`config.mk`:
```
export PLATFORM = sky130hd
export DESIGN_NAME = crd_ctrl
export DESIGN_NICKNAME = d
export VERILOG_FILES = /design/src/rtl/crd_pkg.sv /design/src/rtl/crd_ctrl.sv
export VERILOG_INCLUDE_DIRS = /design/src /design/src/rtl
export SDC_FILE = /design/constraint.sdc
export NUM_CORES = 2
export LEC_CHECK = 0
export BUFFER_PORTS_ARGS = -buffer_cell sky130_fd_sc_hd__buf_4
export CORE_AREA = 2 2 576 578
export DETAILED_ROUTE_END_ITERATION = 6
export DIE_AREA = 0 0 578 580
export PLACE_DENSITY = 0.39
export SLEW_MARGIN = 20
export SYNTH_ARGS = -nofsm -noshare
export SYNTH_HDL_FRONTEND = slang
export SYNTH_SLANG_ARGS = --single-unit
```
`constraint.sdc`:
```
create_clock -name ref_clk -period 24.8 [get_ports ref_clk]
set_input_delay 4.96 -clock ref_clk [delete_from_list [all_inputs] [get_ports ref_clk]]
set_output_delay 4.96 -clock ref_clk [all_outputs]
set_load 0.02 [all_outputs]
```
`src/rtl/crd_map.svh`:
```
// constants for the counter readout and display control block
`ifndef CRD_MAP_SVH
`define CRD_MAP_SVH
`define CRD_NUM_CH 18
`define CRD_ROW_CHARS 16
`define CRD_NUM_ROWS 2
`define CRD_FREEZE_NS 120
`define CRD_FREEZE_CYC ((`CRD_FREEZE_NS + 7) / 8)
`define CRD_MIN_OFF_NS 120
`define CRD_MIN_OFF_CYC ((`CRD_MIN_OFF_NS + 7) / 8)
`define CRD_STRETCH_NS 10000
`define CRD_STRETCH_CYC ((`CRD_STRETCH_NS + 7) / 8)
`define CRD_HOLD_MS 3000
`define CRD_HOLD_CYC (`CRD_HOLD_MS * 125000)
`define CRD_OFS_MAX 32'sh7fffffff
`define CRD_OFS_MIN (-32'sh7fffffff)
`define CRD_MUL_ONE 32'sh000f4240
`define CRD_MUL_MAX 32'sh3b9ac9ff
`define CRD_MUL_MIN 32'sh00000001
`define CRD_ROW_RST 7'h00
`define CRD_DIV_1E6 64'sh00000000000f4240
`endif

```
`src/rtl/crd_pkg.sv`:
```
// types for the counter readout and display control block
package crd_pkg;
   typedef enum logic [1:0] {
      SRC_COUNT = 2'h0,
      SRC_TIMER = 2'h1,
      SRC_CPRESET = 2'h2,
      SRC_TPRESET = 2'h3
   } crd_src_t;
   typedef enum logic [3:0] {
      RUN_IDLE = 4'h1,
      RUN_ON = 4'h2,
      RUN_FREEZE = 4'h4,
      RUN_STOP = 4'h8
   } crd_run_t;
endpackage

```
`src/rtl/crd_ctrl.sv`:
```
// counter readout, display select, scaling and run control
// ===========================================================
// Summary of operation
// - two rows of sixteen characters, backlight
// - each row shows one of four sources
// - row may select count channel 0 to 17
// - row commands select timer or preset values
// - separate commands turn backlight on, off
// - row selections and backlight kept nonvolatile
// - scaled equals count plus offset times multiplier
// - offset signed 31-bit magnitude, default zero
// - multiplier magnitude 1e-6 to 999.999999, default one
// - unity multiplier, zero offset gives raw count
// - otherwise sign, three integer, six fraction digits
// - three second press updates, short press resets
// - run output feeds next unit gate
// - auto stop disable keeps counting past presets
// - start command begins counting
// - timer stop halts at timer preset
// - counter stop halts at count preset
// - run output high while counting
// - zero off time still lasts 120ns
// - stretch run pulses to ten microseconds
// - query reports stretch enabled or disabled
// - read halts counting 120ns while latching
// - all counters and timer freeze together
// - stop modes see no read dead time
// - out of range offset saturates
// - scaled read signed, six decimal places
`include "crd_map.svh"
`timescale 1ns/1ps
`default_nettype none
module crd_ctrl #(
   parameter int NUM_CH = `CRD_NUM_CH,
   parameter int HOLD_CYC = `CRD_HOLD_CYC
)(
   // clock and reset
   input wire logic ref_clk,
   input wire logic resetn,
   // display commands
   input wire logic upper_row_select_cmd,
   input wire logic lower_row_select_cmd,
   input wire logic [4:0] row_channel,
   input wire logic upper_row_show_timer,
   input wire logic upper_row_show_count_preset,
   input wire logic upper_row_show_timer_preset,
   input wire logic lower_row_show_timer,
   input wire logic lower_row_show_count_preset,
   input wire logic lower_row_show_timer_preset,
   input wire logic backlight_on_cmd,
   input wire logic backlight_off_cmd,
   // nonvolatile image of display settings
   input wire logic nv_valid,
   input wire logic [15:0] nv_restore,
   output logic [15:0] nv_image,
   output logic nv_save,
   // display state
   output crd_pkg::crd_src_t upper_src,
   output logic [4:0] upper_ch,
   output crd_pkg::crd_src_t lower_src,
   output logic [4:0] lower_ch,
   output logic backlight,
   // scaling
   input wire logic offset_load,
   input wire logic signed [39:0] offset_in,
   input wire logic mult_load,
   input wire logic signed [31:0] mult_in,
   input wire logic [4:0] scale_ch,
   output logic signed [63:0] scaled_value,
   output logic scaled_raw,
   // run control
   input wire logic start_cmd,
   input wire logic auto_stop_disable_cmd,
   input wire logic timer_stop_enable_cmd,
   input wire logic counter_stop_enable_cmd,
   input wire logic timer_at_preset,
   input wire logic counter_at_preset,
   input wire logic gate_in,
   input wire logic [15:0] off_time_cyc,
   output logic run_out,
   output logic count_enable,
   // pulse stretch
   input wire logic pulse_stretch_enable_cmd,
   input wire logic pulse_stretch_disable_cmd,
   input wire logic pulse_stretch_query_cmd,
   output logic [15:0] stretch_reply,
   output logic stretch_reply_valid,
   // readout freeze
   input wire logic read_cmd,
   input wire logic [NUM_CH*32-1:0] count_live,
   input wire logic [39:0] timer_live,
   output logic [NUM_CH*32-1:0] count_snap,
   output logic [39:0] timer_snap,
   output logic snap_valid,
   // front button
   input wire logic reset_or_update_button,
   output logic device_reset_req,
   output logic fw_write_mode
);
   import crd_pkg::*;
   // ===========================================================
   // display selection
   crd_src_t up_src_ff, nxt_up_src, lo_src_ff, nxt_lo_src;
   logic [4:0] up_ch_ff, nxt_up_ch, lo_ch_ff, nxt_lo_ch;
   logic bl_ff, nxt_bl, loaded_ff, nxt_loaded, save_ff, nxt_save;
   always_comb
   begin
      nxt_up_src = up_src_ff;
      nxt_up_ch = up_ch_ff;
      nxt_lo_src = lo_src_ff;
      nxt_lo_ch = lo_ch_ff;
      nxt_bl = bl_ff;
      nxt_loaded = loaded_ff;
      nxt_save = 1'b0;
      if (!loaded_ff && nv_valid)
      begin
         // restore persisted view after power up
         nxt_up_src = crd_src_t'(nv_restore[15:14]);
         nxt_up_ch = nv_restore[13:9];
         nxt_lo_src = crd_src_t'(nv_restore[8:7]);
         nxt_lo_ch = nv_restore[6:2];
         nxt_bl = nv_restore[0];
         nxt_loaded = 1'b1;
      end
      else
      begin
         if (upper_row_select_cmd && row_channel < 5'(NUM_CH))
         begin
            nxt_up_src = SRC_COUNT;
            nxt_up_ch = row_channel;
         end
         else if (upper_row_show_timer)
            nxt_up_src = SRC_TIMER;
         else if (upper_row_show_count_preset)
            nxt_up_src = SRC_CPRESET;
         else if (upper_row_show_timer_preset)
            nxt_up_src = SRC_TPRESET;
         if (lower_row_select_cmd && row_channel < 5'(NUM_CH))
         begin
            nxt_lo_src = SRC_COUNT;
            nxt_lo_ch = row_channel;
         end
         else if (lower_row_show_timer)
            nxt_lo_src = SRC_TIMER;
         else if (lower_row_show_count_preset)
            nxt_lo_src = SRC_CPRESET;
         else if (lower_row_show_timer_preset)
            nxt_lo_src = SRC_TPRESET;
         if (backlight_on_cmd)
            nxt_bl = 1'b1;
         else if (backlight_off_cmd)
            nxt_bl = 1'b0;
         nxt_save = upper_row_select_cmd | lower_row_select_cmd | upper_row_show_timer |
                    upper_row_show_count_preset | upper_row_show_timer_preset | lower_row_show_timer |
                    lower_row_show_count_preset | lower_row_show_timer_preset |
                    backlight_on_cmd | backlight_off_cmd;
      end
   end
   always_ff @(posedge ref_clk or negedge resetn)
   begin
      if (!resetn)
      begin
         up_src_ff <= SRC_COUNT;
         up_ch_ff <= 5'h00;
         lo_src_ff <= SRC_TIMER;
         lo_ch_ff <= 5'h00;
         bl_ff <= 1'b1;
         loaded_ff <= 1'b0;
         save_ff <= 1'b0;
      end
      else
      begin
         up_src_ff <= nxt_up_src;
         up_ch_ff <= nxt_up_ch;
         lo_src_ff <= nxt_lo_src;
         lo_ch_ff <= nxt_lo_ch;
         bl_ff <= nxt_bl;
         loaded_ff <= nxt_loaded;
         save_ff <= nxt_save;
      end
   end
   assign upper_src = up_src_ff;
   assign upper_ch = up_ch_ff;
   assign lower_src = lo_src_ff;
   assign lower_ch = lo_ch_ff;
   assign backlight = bl_ff;
   assign nv_image = {up_src_ff, up_ch_ff, lo_src_ff, lo_ch_ff, 1'b0, bl_ff};
   assign nv_save = save_ff;

   // ===========================================================
   // scaling parameters and result
   logic signed [31:0] ofs_ff, nxt_ofs, mul_ff, nxt_mul;
   logic signed [63:0] scl_ff, nxt_scl;
   logic raw_ff, nxt_raw;
   logic signed [33:0] sum;
   logic [31:0] sel_cnt;
   always_comb
   begin
      nxt_ofs = ofs_ff;
      nxt_mul = mul_ff;
      if (offset_load)
      begin
         if (offset_in > 40'(`CRD_OFS_MAX))
            nxt_ofs = `CRD_OFS_MAX;
         else if (offset_in < 40'(`CRD_OFS_MIN))
            nxt_ofs = `CRD_OFS_MIN;
         else
            nxt_ofs = offset_in[31:0];
      end
      if (mult_load)
      begin
         if (mult_in > `CRD_MUL_MAX)
            nxt_mul = `CRD_MUL_MAX;
         else if (mult_in < -`CRD_MUL_MAX)
            nxt_mul = -`CRD_MUL_MAX;
         else if (mult_in == 32'sh00000000)
            nxt_mul = `CRD_MUL_MIN;
         else
            nxt_mul = mult_in;
      end
      sel_cnt = count_snap[32*scale_ch +: 32];
      // two guard bits: full count plus largest offset must not wrap
      sum = $signed({2'b00, sel_cnt}) + $signed({{2{ofs_ff[31]}}, ofs_ff});
      // micro-unit result: six decimal places
      nxt_raw = (mul_ff == `CRD_MUL_ONE) && (ofs_ff == 32'sh00000000);
      if (nxt_raw)
         nxt_scl = 64'(sel_cnt);
      else
         nxt_scl = 64'(sum) * 64'(mul_ff);
   end
   always_ff @(posedge ref_clk or negedge resetn)
   begin
      if (!resetn)
      begin
         ofs_ff <= 32'sh00000000;
         mul_ff <= `CRD_MUL_ONE;
         scl_ff <= 64'sh0;
         raw_ff <= 1'b1;
      end
      else
      begin
         ofs_ff <= nxt_ofs;
         mul_ff <= nxt_mul;
         scl_ff <= nxt_scl;
         raw_ff <= nxt_raw;
      end
   end
   assign scaled_value = scl_ff;
   assign scaled_raw = raw_ff;

   // ===========================================================
   // run control, freeze and stretch
   crd_run_t st_ff, nxt_st;
   logic auto_ff, nxt_auto, ts_ff, nxt_ts, cs_ff, nxt_cs, str_ff, nxt_str;
   logic [15:0] fcnt_ff, nxt_fcnt, ocnt_ff, nxt_ocnt, wcnt_ff, nxt_wcnt;
   logic run_ff, nxt_run, snapv_ff, nxt_snapv, repv_ff, nxt_repv, stop_hit;
   logic [NUM_CH*32-1:0] csnap_ff, nxt_csnap;
   logic [39:0] tsnap_ff, nxt_tsnap;
   always_comb
   begin
      nxt_st = st_ff;
      nxt_fcnt = fcnt_ff;
      nxt_ocnt = ocnt_ff;
      nxt_csnap = csnap_ff;
      nxt_tsnap = tsnap_ff;
      nxt_snapv = 1'b0;
      nxt_auto = auto_ff;
      nxt_ts = ts_ff;
      nxt_cs = cs_ff;
      if (auto_stop_disable_cmd)
         nxt_auto = 1'b0;
      if (timer_stop_enable_cmd)
      begin
         nxt_ts = 1'b1;
         nxt_auto = 1'b1;
      end
      if (counter_stop_enable_cmd)
      begin
         nxt_cs = 1'b1;
         nxt_auto = 1'b1;
      end
      stop_hit = auto_ff && ((ts_ff && timer_at_preset) || (cs_ff && counter_at_preset));
      case (st_ff)
         RUN_IDLE:
            if (start_cmd)
               nxt_st = RUN_ON;
         RUN_ON:
            if (stop_hit)
            begin
               nxt_st = RUN_STOP;
               nxt_ocnt = (off_time_cyc < 16'(`CRD_MIN_OFF_CYC)) ? 16'(`CRD_MIN_OFF_CYC) : off_time_cyc;
            end
            else if (read_cmd)
            begin
               // one snapshot, every channel and timer together
               nxt_st = RUN_FREEZE;
               nxt_fcnt = 16'(`CRD_FREEZE_CYC);
               nxt_csnap = count_live;
               nxt_tsnap = timer_live;
            end
         RUN_FREEZE:
         begin
            nxt_fcnt = fcnt_ff - 16'h0001;
            if (fcnt_ff == 16'h0001)
            begin
               nxt_st = RUN_ON; // timer frozen too, so no dead time
               nxt_snapv = 1'b1;
            end
         end
         RUN_STOP:
         begin
            // off time counts only once run has really fallen
            if (ocnt_ff != 16'h0000)
            begin
               if (!run_ff)
                  nxt_ocnt = ocnt_ff - 16'h0001;
            end
            else if (start_cmd)
               nxt_st = RUN_ON;
         end
         default:
            nxt_st = RUN_IDLE;
      endcase
      if (read_cmd && st_ff != RUN_ON)
      begin
         nxt_csnap = count_live;
         nxt_tsnap = timer_live;
         nxt_snapv = 1'b1;
      end
      nxt_str = str_ff;
      if (pulse_stretch_enable_cmd)
         nxt_str = 1'b1;
      else if (pulse_stretch_disable_cmd)
         nxt_str = 1'b0;
      nxt_repv = pulse_stretch_query_cmd;
      // run high while counting, held only if pulse is narrow
      nxt_wcnt = wcnt_ff;
      if (st_ff == RUN_ON || st_ff == RUN_FREEZE)
      begin
         if (!run_ff)
            nxt_wcnt = 16'(`CRD_STRETCH_CYC) - 16'h0001;
         else if (wcnt_ff != 16'h0000)
            nxt_wcnt = wcnt_ff - 16'h0001;
         nxt_run = 1'b1;
      end
      else
      begin
         if (wcnt_ff != 16'h0000)
            nxt_wcnt = wcnt_ff - 16'h0001;
         nxt_run = run_ff && str_ff && (wcnt_ff != 16'h0000);
      end
   end
   always_ff @(posedge ref_clk or negedge resetn)
   begin
      if (!resetn)
      begin
         st_ff <= RUN_IDLE;
         auto_ff <= 1'b1;
         ts_ff <= 1'b0;
         cs_ff <= 1'b0;
         str_ff <= 1'b0;
         fcnt_ff <= 16'h0000;
         ocnt_ff <= 16'h0000;
         wcnt_ff <= 16'h0000;
         run_ff <= 1'b0;
         snapv_ff <= 1'b0;
         repv_ff <= 1'b0;
         csnap_ff <= '0;
         tsnap_ff <= 40'h0;
      end
      else
      begin
         st_ff <= nxt_st;
         auto_ff <= nxt_auto;
         ts_ff <= nxt_ts;
         cs_ff <= nxt_cs;
         str_ff <= nxt_str;
         fcnt_ff <= nxt_fcnt;
         ocnt_ff <= nxt_ocnt;
         wcnt_ff <= nxt_wcnt;
         run_ff <= nxt_run;
         snapv_ff <= nxt_snapv;
         repv_ff <= nxt_repv;
         csnap_ff <= nxt_csnap;
         tsnap_ff <= nxt_tsnap;
      end
   end
   assign run_out = run_ff;
   // with auto stop disabled, units count only while gate is high; otherwise gate is ignored
   assign count_enable = (st_ff == RUN_ON) && (auto_ff || gate_in);
   assign count_snap = csnap_ff;
   assign timer_snap = tsnap_ff;
   assign snap_valid = snapv_ff;
   assign stretch_reply = str_ff ? 16'h454e : 16'h4453;
   assign stretch_reply_valid = repv_ff;

   // ===========================================================
   // front button timing
   logic [31:0] bcnt_ff, nxt_bcnt;
   logic btn_ff, nxt_btn, rst_ff, nxt_rst, fw_ff, nxt_fw;
   always_comb
   begin
      nxt_btn = reset_or_update_button;
      nxt_bcnt = bcnt_ff;
      nxt_rst = 1'b0;
      nxt_fw = fw_ff;
      if (reset_or_update_button)
      begin
         if (bcnt_ff < 32'(HOLD_CYC))
            nxt_bcnt = bcnt_ff + 32'h1;
         else
            nxt_fw = 1'b1;
      end
      else
      begin
         if (btn_ff && bcnt_ff < 32'(HOLD_CYC))
            nxt_rst = 1'b1;
         nxt_bcnt = 32'h0;
      end
   end
   always_ff @(posedge ref_clk or negedge resetn)
   begin
      if (!resetn)
      begin
         bcnt_ff <= 32'h0;
         btn_ff <= 1'b0;
         rst_ff <= 1'b0;
         fw_ff <= 1'b0;
      end
      else
      begin
         bcnt_ff <= nxt_bcnt;
         btn_ff <= nxt_btn;
         rst_ff <= nxt_rst;
         fw_ff <= nxt_fw;
      end
   end
   assign device_reset_req = rst_ff;
   assign fw_write_mode = fw_ff;
endmodule // crd_ctrl
`default_nettype wire

```
* Word level (Yosys, flattened, before mapping)
Cells that the tools add are included.
Operators by class: add/sub/neg operators 5, $mul 1, $lt $le $gt $ge 7, eq/ne operators 17, shift-type cells 1, muxes and demuxes 63, bitwise operators 10, reductions and logical operators 36
Operators by type and width (count):
- 576-bit 2-to-1 mux | 4
- 576-bit by 11-bit variable part select with 32-bit output | 1
- 32-bit 2-to-1 mux | 7
- 40-bit 2-to-1 mux | 4
- 16-bit 2-to-1 mux | 9
- 32-bit logical NOT | 2
- 34-bit by 32-bit multiplier with 64-bit output | 1
- 64-bit 2-to-1 mux | 1
- 16-bit one-hot mux with 2 select lines | 2
- 16-bit by 1-bit subtractor with 16-bit output (second input constant) | 3
- 40-bit by 32-bit > comparator with 1-bit output (second input constant) | 1
- 40-bit by 32-bit < comparator with 1-bit output (second input constant) | 1
- 33-bit by 32-bit adder with 34-bit output | 1
- 32-bit by 1-bit adder with 32-bit output (second input constant) | 1
- 32-bit by 21-bit == test with 1-bit output (second input constant) | 1
- 32-bit by 31-bit > comparator with 1-bit output (second input constant) | 1
- 32-bit by 29-bit < comparator with 1-bit output (second input constant) | 1
- 32-bit by 31-bit < comparator with 1-bit output (second input constant) | 1
- 16-bit nonzero test | 2
- 2-bit 2-to-1 mux | 10
- 4-bit 2-to-1 mux | 5
- 5-bit 2-to-1 mux | 4
- 16-bit by 1-bit == test with 1-bit output (second input constant) | 1
- 16-bit by 4-bit < comparator with 1-bit output (second input constant) | 1
- other kinds (23) | 75
Word-level totals: register bits after elaboration 856, input port bits 757, output and inout bits 735

* Longest topological paths before layout
depth in word-level cells 10, depth in mapped cells 46

* Worst setup path after synthesis
OpenSTA, ideal clock, no wires.
kind input-to-reg, start point input port scale_ch[0], end point register scl_ff[58], in the netlist scaled_value[58], library setup time 101 ps, data arrival time 15831 ps, data required time 24699 ps, setup slack 8868 ps, stages on the path 41, path buffers 6, path through clkbuf_1 clkbuf_1 buf_2 mux4_2 mux4_2 o2bb2ai_1 ha_1 a211oi_2 o21a_2 o32ai_4 and4_4 o21ai_4 a211oi_4 or2_1 buf_4 a21oi_4 xnor2_4 buf_2 [... 5 more ...] inv_1 fa_1 inv_1 fa_1 fa_1 fa_1 fa_1 ha_1 clkbuf_1 and3_1 nand2_1 or3_1 a2111oi_0 a211o_2 a221oi_4 o21ai_2 a311oi_1 nor4_1
On the way: cells in the longest elaborated chain, start to end 4
Ends and longest elaborated chain:
- from (decl) | RTL line crd_ctrl.sv:68 | input wire logic [4:0] scale_ch,
- 576-bit by 11-bit variable part select with 32-bit output | RTL line crd_ctrl.sv:221 | sel_cnt = count_snap[32*scale_ch +: 32];
- 33-bit by 32-bit adder with 34-bit output | RTL line crd_ctrl.sv:223 | sum = $signed({2'b00, sel_cnt}) + $signed({{2{ofs_ff[31]}}, ofs_ff});
- 34-bit by 32-bit multiplier with 64-bit output | RTL line crd_ctrl.sv:229 | nxt_scl = 64'(sum) * 64'(mul_ff);
- 64-bit 2-to-1 mux | RTL line crd_ctrl.sv:226 | if (nxt_raw)
- net nxt_scl[58] | RTL line crd_ctrl.sv:193 | logic signed [63:0] scl_ff, nxt_scl;
- to (signal assigned) | RTL line crd_ctrl.sv:244 | scl_ff <= nxt_scl;
- to (decl) | RTL line crd_ctrl.sv:193
The timed path passes the listed nets, and every way through them passes these cells. A chain may end at the register's enable or synchronous reset.

* Worst setup path in the final report
start point input port scale_ch[0], end point register scl_ff[63], in the netlist scaled_value[63]
Same word-level chain as after synthesis.

==> impl_metrics.env <==
export IMPL_status="finished with violations"
export IMPL_failed_checks="DRC"
export IMPL_grt_pass1_wl_um=588000
export IMPL_portBuffers=1478
export IMPL_synthToLayoutAreaGrowth_pct=26.1
export IMPL_slew_headroom=0.231
export IMPL_fin_cells=12971
export IMPL_row_count=211
export IMPL_slowest_stage="a311oi_1"
export IMPL_cts_max_level=3
export IMPL_hold_violations=0
export IMPL_cts_tree="yes"
export IMPL_hold_path_class="flop to flop"
export IMPL_maxCapViolations=0
export IMPL_totalWireLength_um=434000
export IMPL_ys_types=95
export IMPL_holdBufCountCts=0
export IMPL_slew_viol_final=0
export IMPL_cts_sinks=856
export IMPL_antenna_found_initial=160
export IMPL_worstPathArrival_ns=19.97
export IMPL_crit_buf_inv=7
export IMPL_fillers=34292
export IMPL_core_area_um2=329000
export IMPL_cts_setup_buffers=0
export IMPL_r2r_worst_path_cells=38
export IMPL_grt_pass1_vias=64677
export IMPL_yosys_register_bits=856
export IMPL_cp_common_cell="fa_1"
export IMPL_numCtsBuffers=118
export IMPL_reg2reg_from="count_snap[192]"
export IMPL_dp_cells=12692
export IMPL_grt_overflow_total=0
export IMPL_netlist_area_um2=77700
export IMPL_nets=10552
export IMPL_root_buffer="clkbuf_16"
export IMPL_syn_inst=7151
export IMPL_cp_max_fo=43
export IMPL_endpoint_kind="flop"
export IMPL_clkTransAtPathRegs_ns=0.06
export IMPL_postLayoutCoreUtil=0.298
export IMPL_dr_pass1_iters=7
export IMPL_start_kind="input pin"
export IMPL_path_class="input pin to flop"
export IMPL_synth_flop_cell="dfrtp_1"
export IMPL_worstPathRequired_ns=25.47
export IMPL_placed_cell_area_um2=93800
export IMPL_worst_slew_pin_slew_ns=1.15
export IMPL_fin_tns_setup_ns=0
export IMPL_timing_rr_end="scaled_value[63]"
export IMPL_final_common_cell="buf_4"
export IMPL_period_needed_ns=19.30
export IMPL_synthArstFlopShare=1.00
export IMPL_avgSynthCellArea_um2=10.9
export IMPL_layout_drive_gt1_share=0.315
export IMPL_hpwlAfterDp_um=366000
export IMPL_yosysWarnings=0
export IMPL_dieArea_um2=335000
export IMPL_avgRoutedWirePerCell_um=33.5
export IMPL_grt_setup_unrepaired="false"
export IMPL_synth_edf_count=0
export IMPL_worstHoldStart="loaded_ff"
export IMPL_min_to="loaded_ff"
export IMPL_drt_iter0_markers=4606
export IMPL_initial_utilization=0.236
export IMPL_stdcell_area_um2=97900
export IMPL_grt_max_degree=143
export IMPL_crit_family="adder cells"
export IMPL_ys_seq_area_frac=0.276
export IMPL_dieHeight_um=580
export IMPL_grt_total_usage=0.258
export IMPL_fp_dieW_um=578
export IMPL_period_share=0.778
export IMPL_final_antenna_net_count=0
export IMPL_worst_r2r_setup_slack_ns=10.47
export IMPL_drc=3
export IMPL_vias=60357
export IMPL_skew_ns=0.143
export IMPL_clockBufferDepth=4
export IMPL_most_common_layout_cells="buf_4, fa_1, inv_1, dfrtp_1, nand2_1"
export IMPL_routed_via_density=4.65
export IMPL_timing_fmax_mhz=51.8
export IMPL_finalSetupViolCount=0
export IMPL_gp_congestion=0.962
export IMPL_holdPathStages=1
export IMPL_io_pins=1492
export IMPL_cts_repair_resized=0
export IMPL_clk_latency_ns=0.93
export IMPL_critical_path_max_stage_delay_ns=0.89
==> metal layers <==
metal / global-route usage / up-vias / wire length (um)
met5: 0 / - / 888
met4: 0.144 / 136 / 29300
met3: 0.0758 / 647 / 33200
met2: 0.423 / 1958 / 205000
met1: 0.300 / 32241 / 166000
li1: - / 25375 / -
==> how the worst max path moves through the flow <==
stage / start / endpoint / slack (ns) / cells past startpoint
after CTS: scale_ch[0] / scaled_value[63] / 5.49 / 40
after global routing: scale_ch[0] / scaled_value[63] / 5.12 / 39
after global placement: scale_ch[0] / scaled_value[63] / 4.69 / 40
after floorplan: scale_ch[0] / scaled_value[58] / 8.87 / 41
final: scale_ch[0] / scaled_value[63] / 5.50 / 40
after detailed placement: scale_ch[0] / scaled_value[63] / 4.61 / 40
==> Yosys cell counts, types with 15 or more instances <==
cell type,number,area [um^2]
fa_1,1123,22500
inv_1,1119,4200
dfrtp_1,844,21100
nand2_1,719,2700
mux2_2,617,6950
and2_1,494,3090
clkbuf_1,346,1300
nor2_1,323,1210
ha_1,224,2800
a21oi_1,180,901
mux4_2,160,3600
o21ai_0,121,606
xnor2_1,94,823
a21o_1,52,390
nand3_1,51,255
nor4_1,50,313
xor2_1,50,438
nor3_1,47,235
nand4_1,46,288
buf_2,39,195
mux2i_1,38,380
buf_4,34,255
and3_1,28,175
nand2b_1,28,175
o2bb2ai_1,26,228
buf_1,24,90.1
or3_1,22,138
o21bai_1,21,158
nor2b_1,18,113
o21a_1,15,113
==> worst reg2reg max path, delay by kind of cell (launching register included) <==
kind	cells	cell delay (ns)
AO/OA/AOI/OAI	12	4.96
XOR/XNOR	2	1.03
adder cells (fa/ha/maj)	11	5.09
buffers and inverters	5	0.30
flip-flops	1	0.51
multiplexers	2	1.09
AND/OR/NAND/NOR	6	1.13
==> kinds of logic (layout without fill, tap and decap cells) <==
group / Yosys count / after routing / share of synthesized area
adder cells (fa/ha/maj): 1347 / 1347 / 0.326
AO/OA/AOI/OAI: 547 / 547 / 0.0458
buffers and inverters: 1566 / 2944 / 0.0782
XOR/XNOR: 145 / 145 / 0.0166
flip-flops: 856 / 856 / 0.276
other: 2 / 78 / 0.0000967
multiplexers: 815 / 815 / 0.141
AND/OR/NAND/NOR: 1873 / 1873 / 0.117
==> final cells by class <==
cell class | instances | area, um^2 | share of cell area
clock buffer | 173 | 3480 | 0.0355
antenna | 66 | 165 | 0.00169
sequential | 856 | 21500 | 0.219
multi-input combinational | 4739 | 50500 | 0.516
inverter | 1120 | 4200 | 0.0429
clock inverter | 38 | 433 | 0.00442
tap | 4366 | 5460 | 0.0558
timing repair buffer | 1613 | 12200 | 0.125
==> sequential cells by signal, indices dropped and copies added, names as in the netlist, 2 cells and up <==
name / count
wcnt_ff: 16
ocnt_ff: 16
mul_ff: 32
timer_snap: 40
lower_src: 2
lower_ch: 5
scaled_value: 64
ofs_ff: 32
st_ff: 4
bcnt_ff: 32
fcnt_ff: 16
upper_src: 2
upper_ch: 5
count_snap: 576
==> stage by stage <==
stage / setup WS [ns] / hold WS [ns]
after floorplan: 8.87 / 0.438
after global routing: 5.12 / 0.488
after global placement: 4.69 / 0.453
after detailed placement: 4.61 / 0.456
after CTS: 5.49 / 0.466
final: 5.50 / 0.464
Power is not shown: default switching activity piles up to over one toggle a cycle in this logic, so the estimate is an artifact.
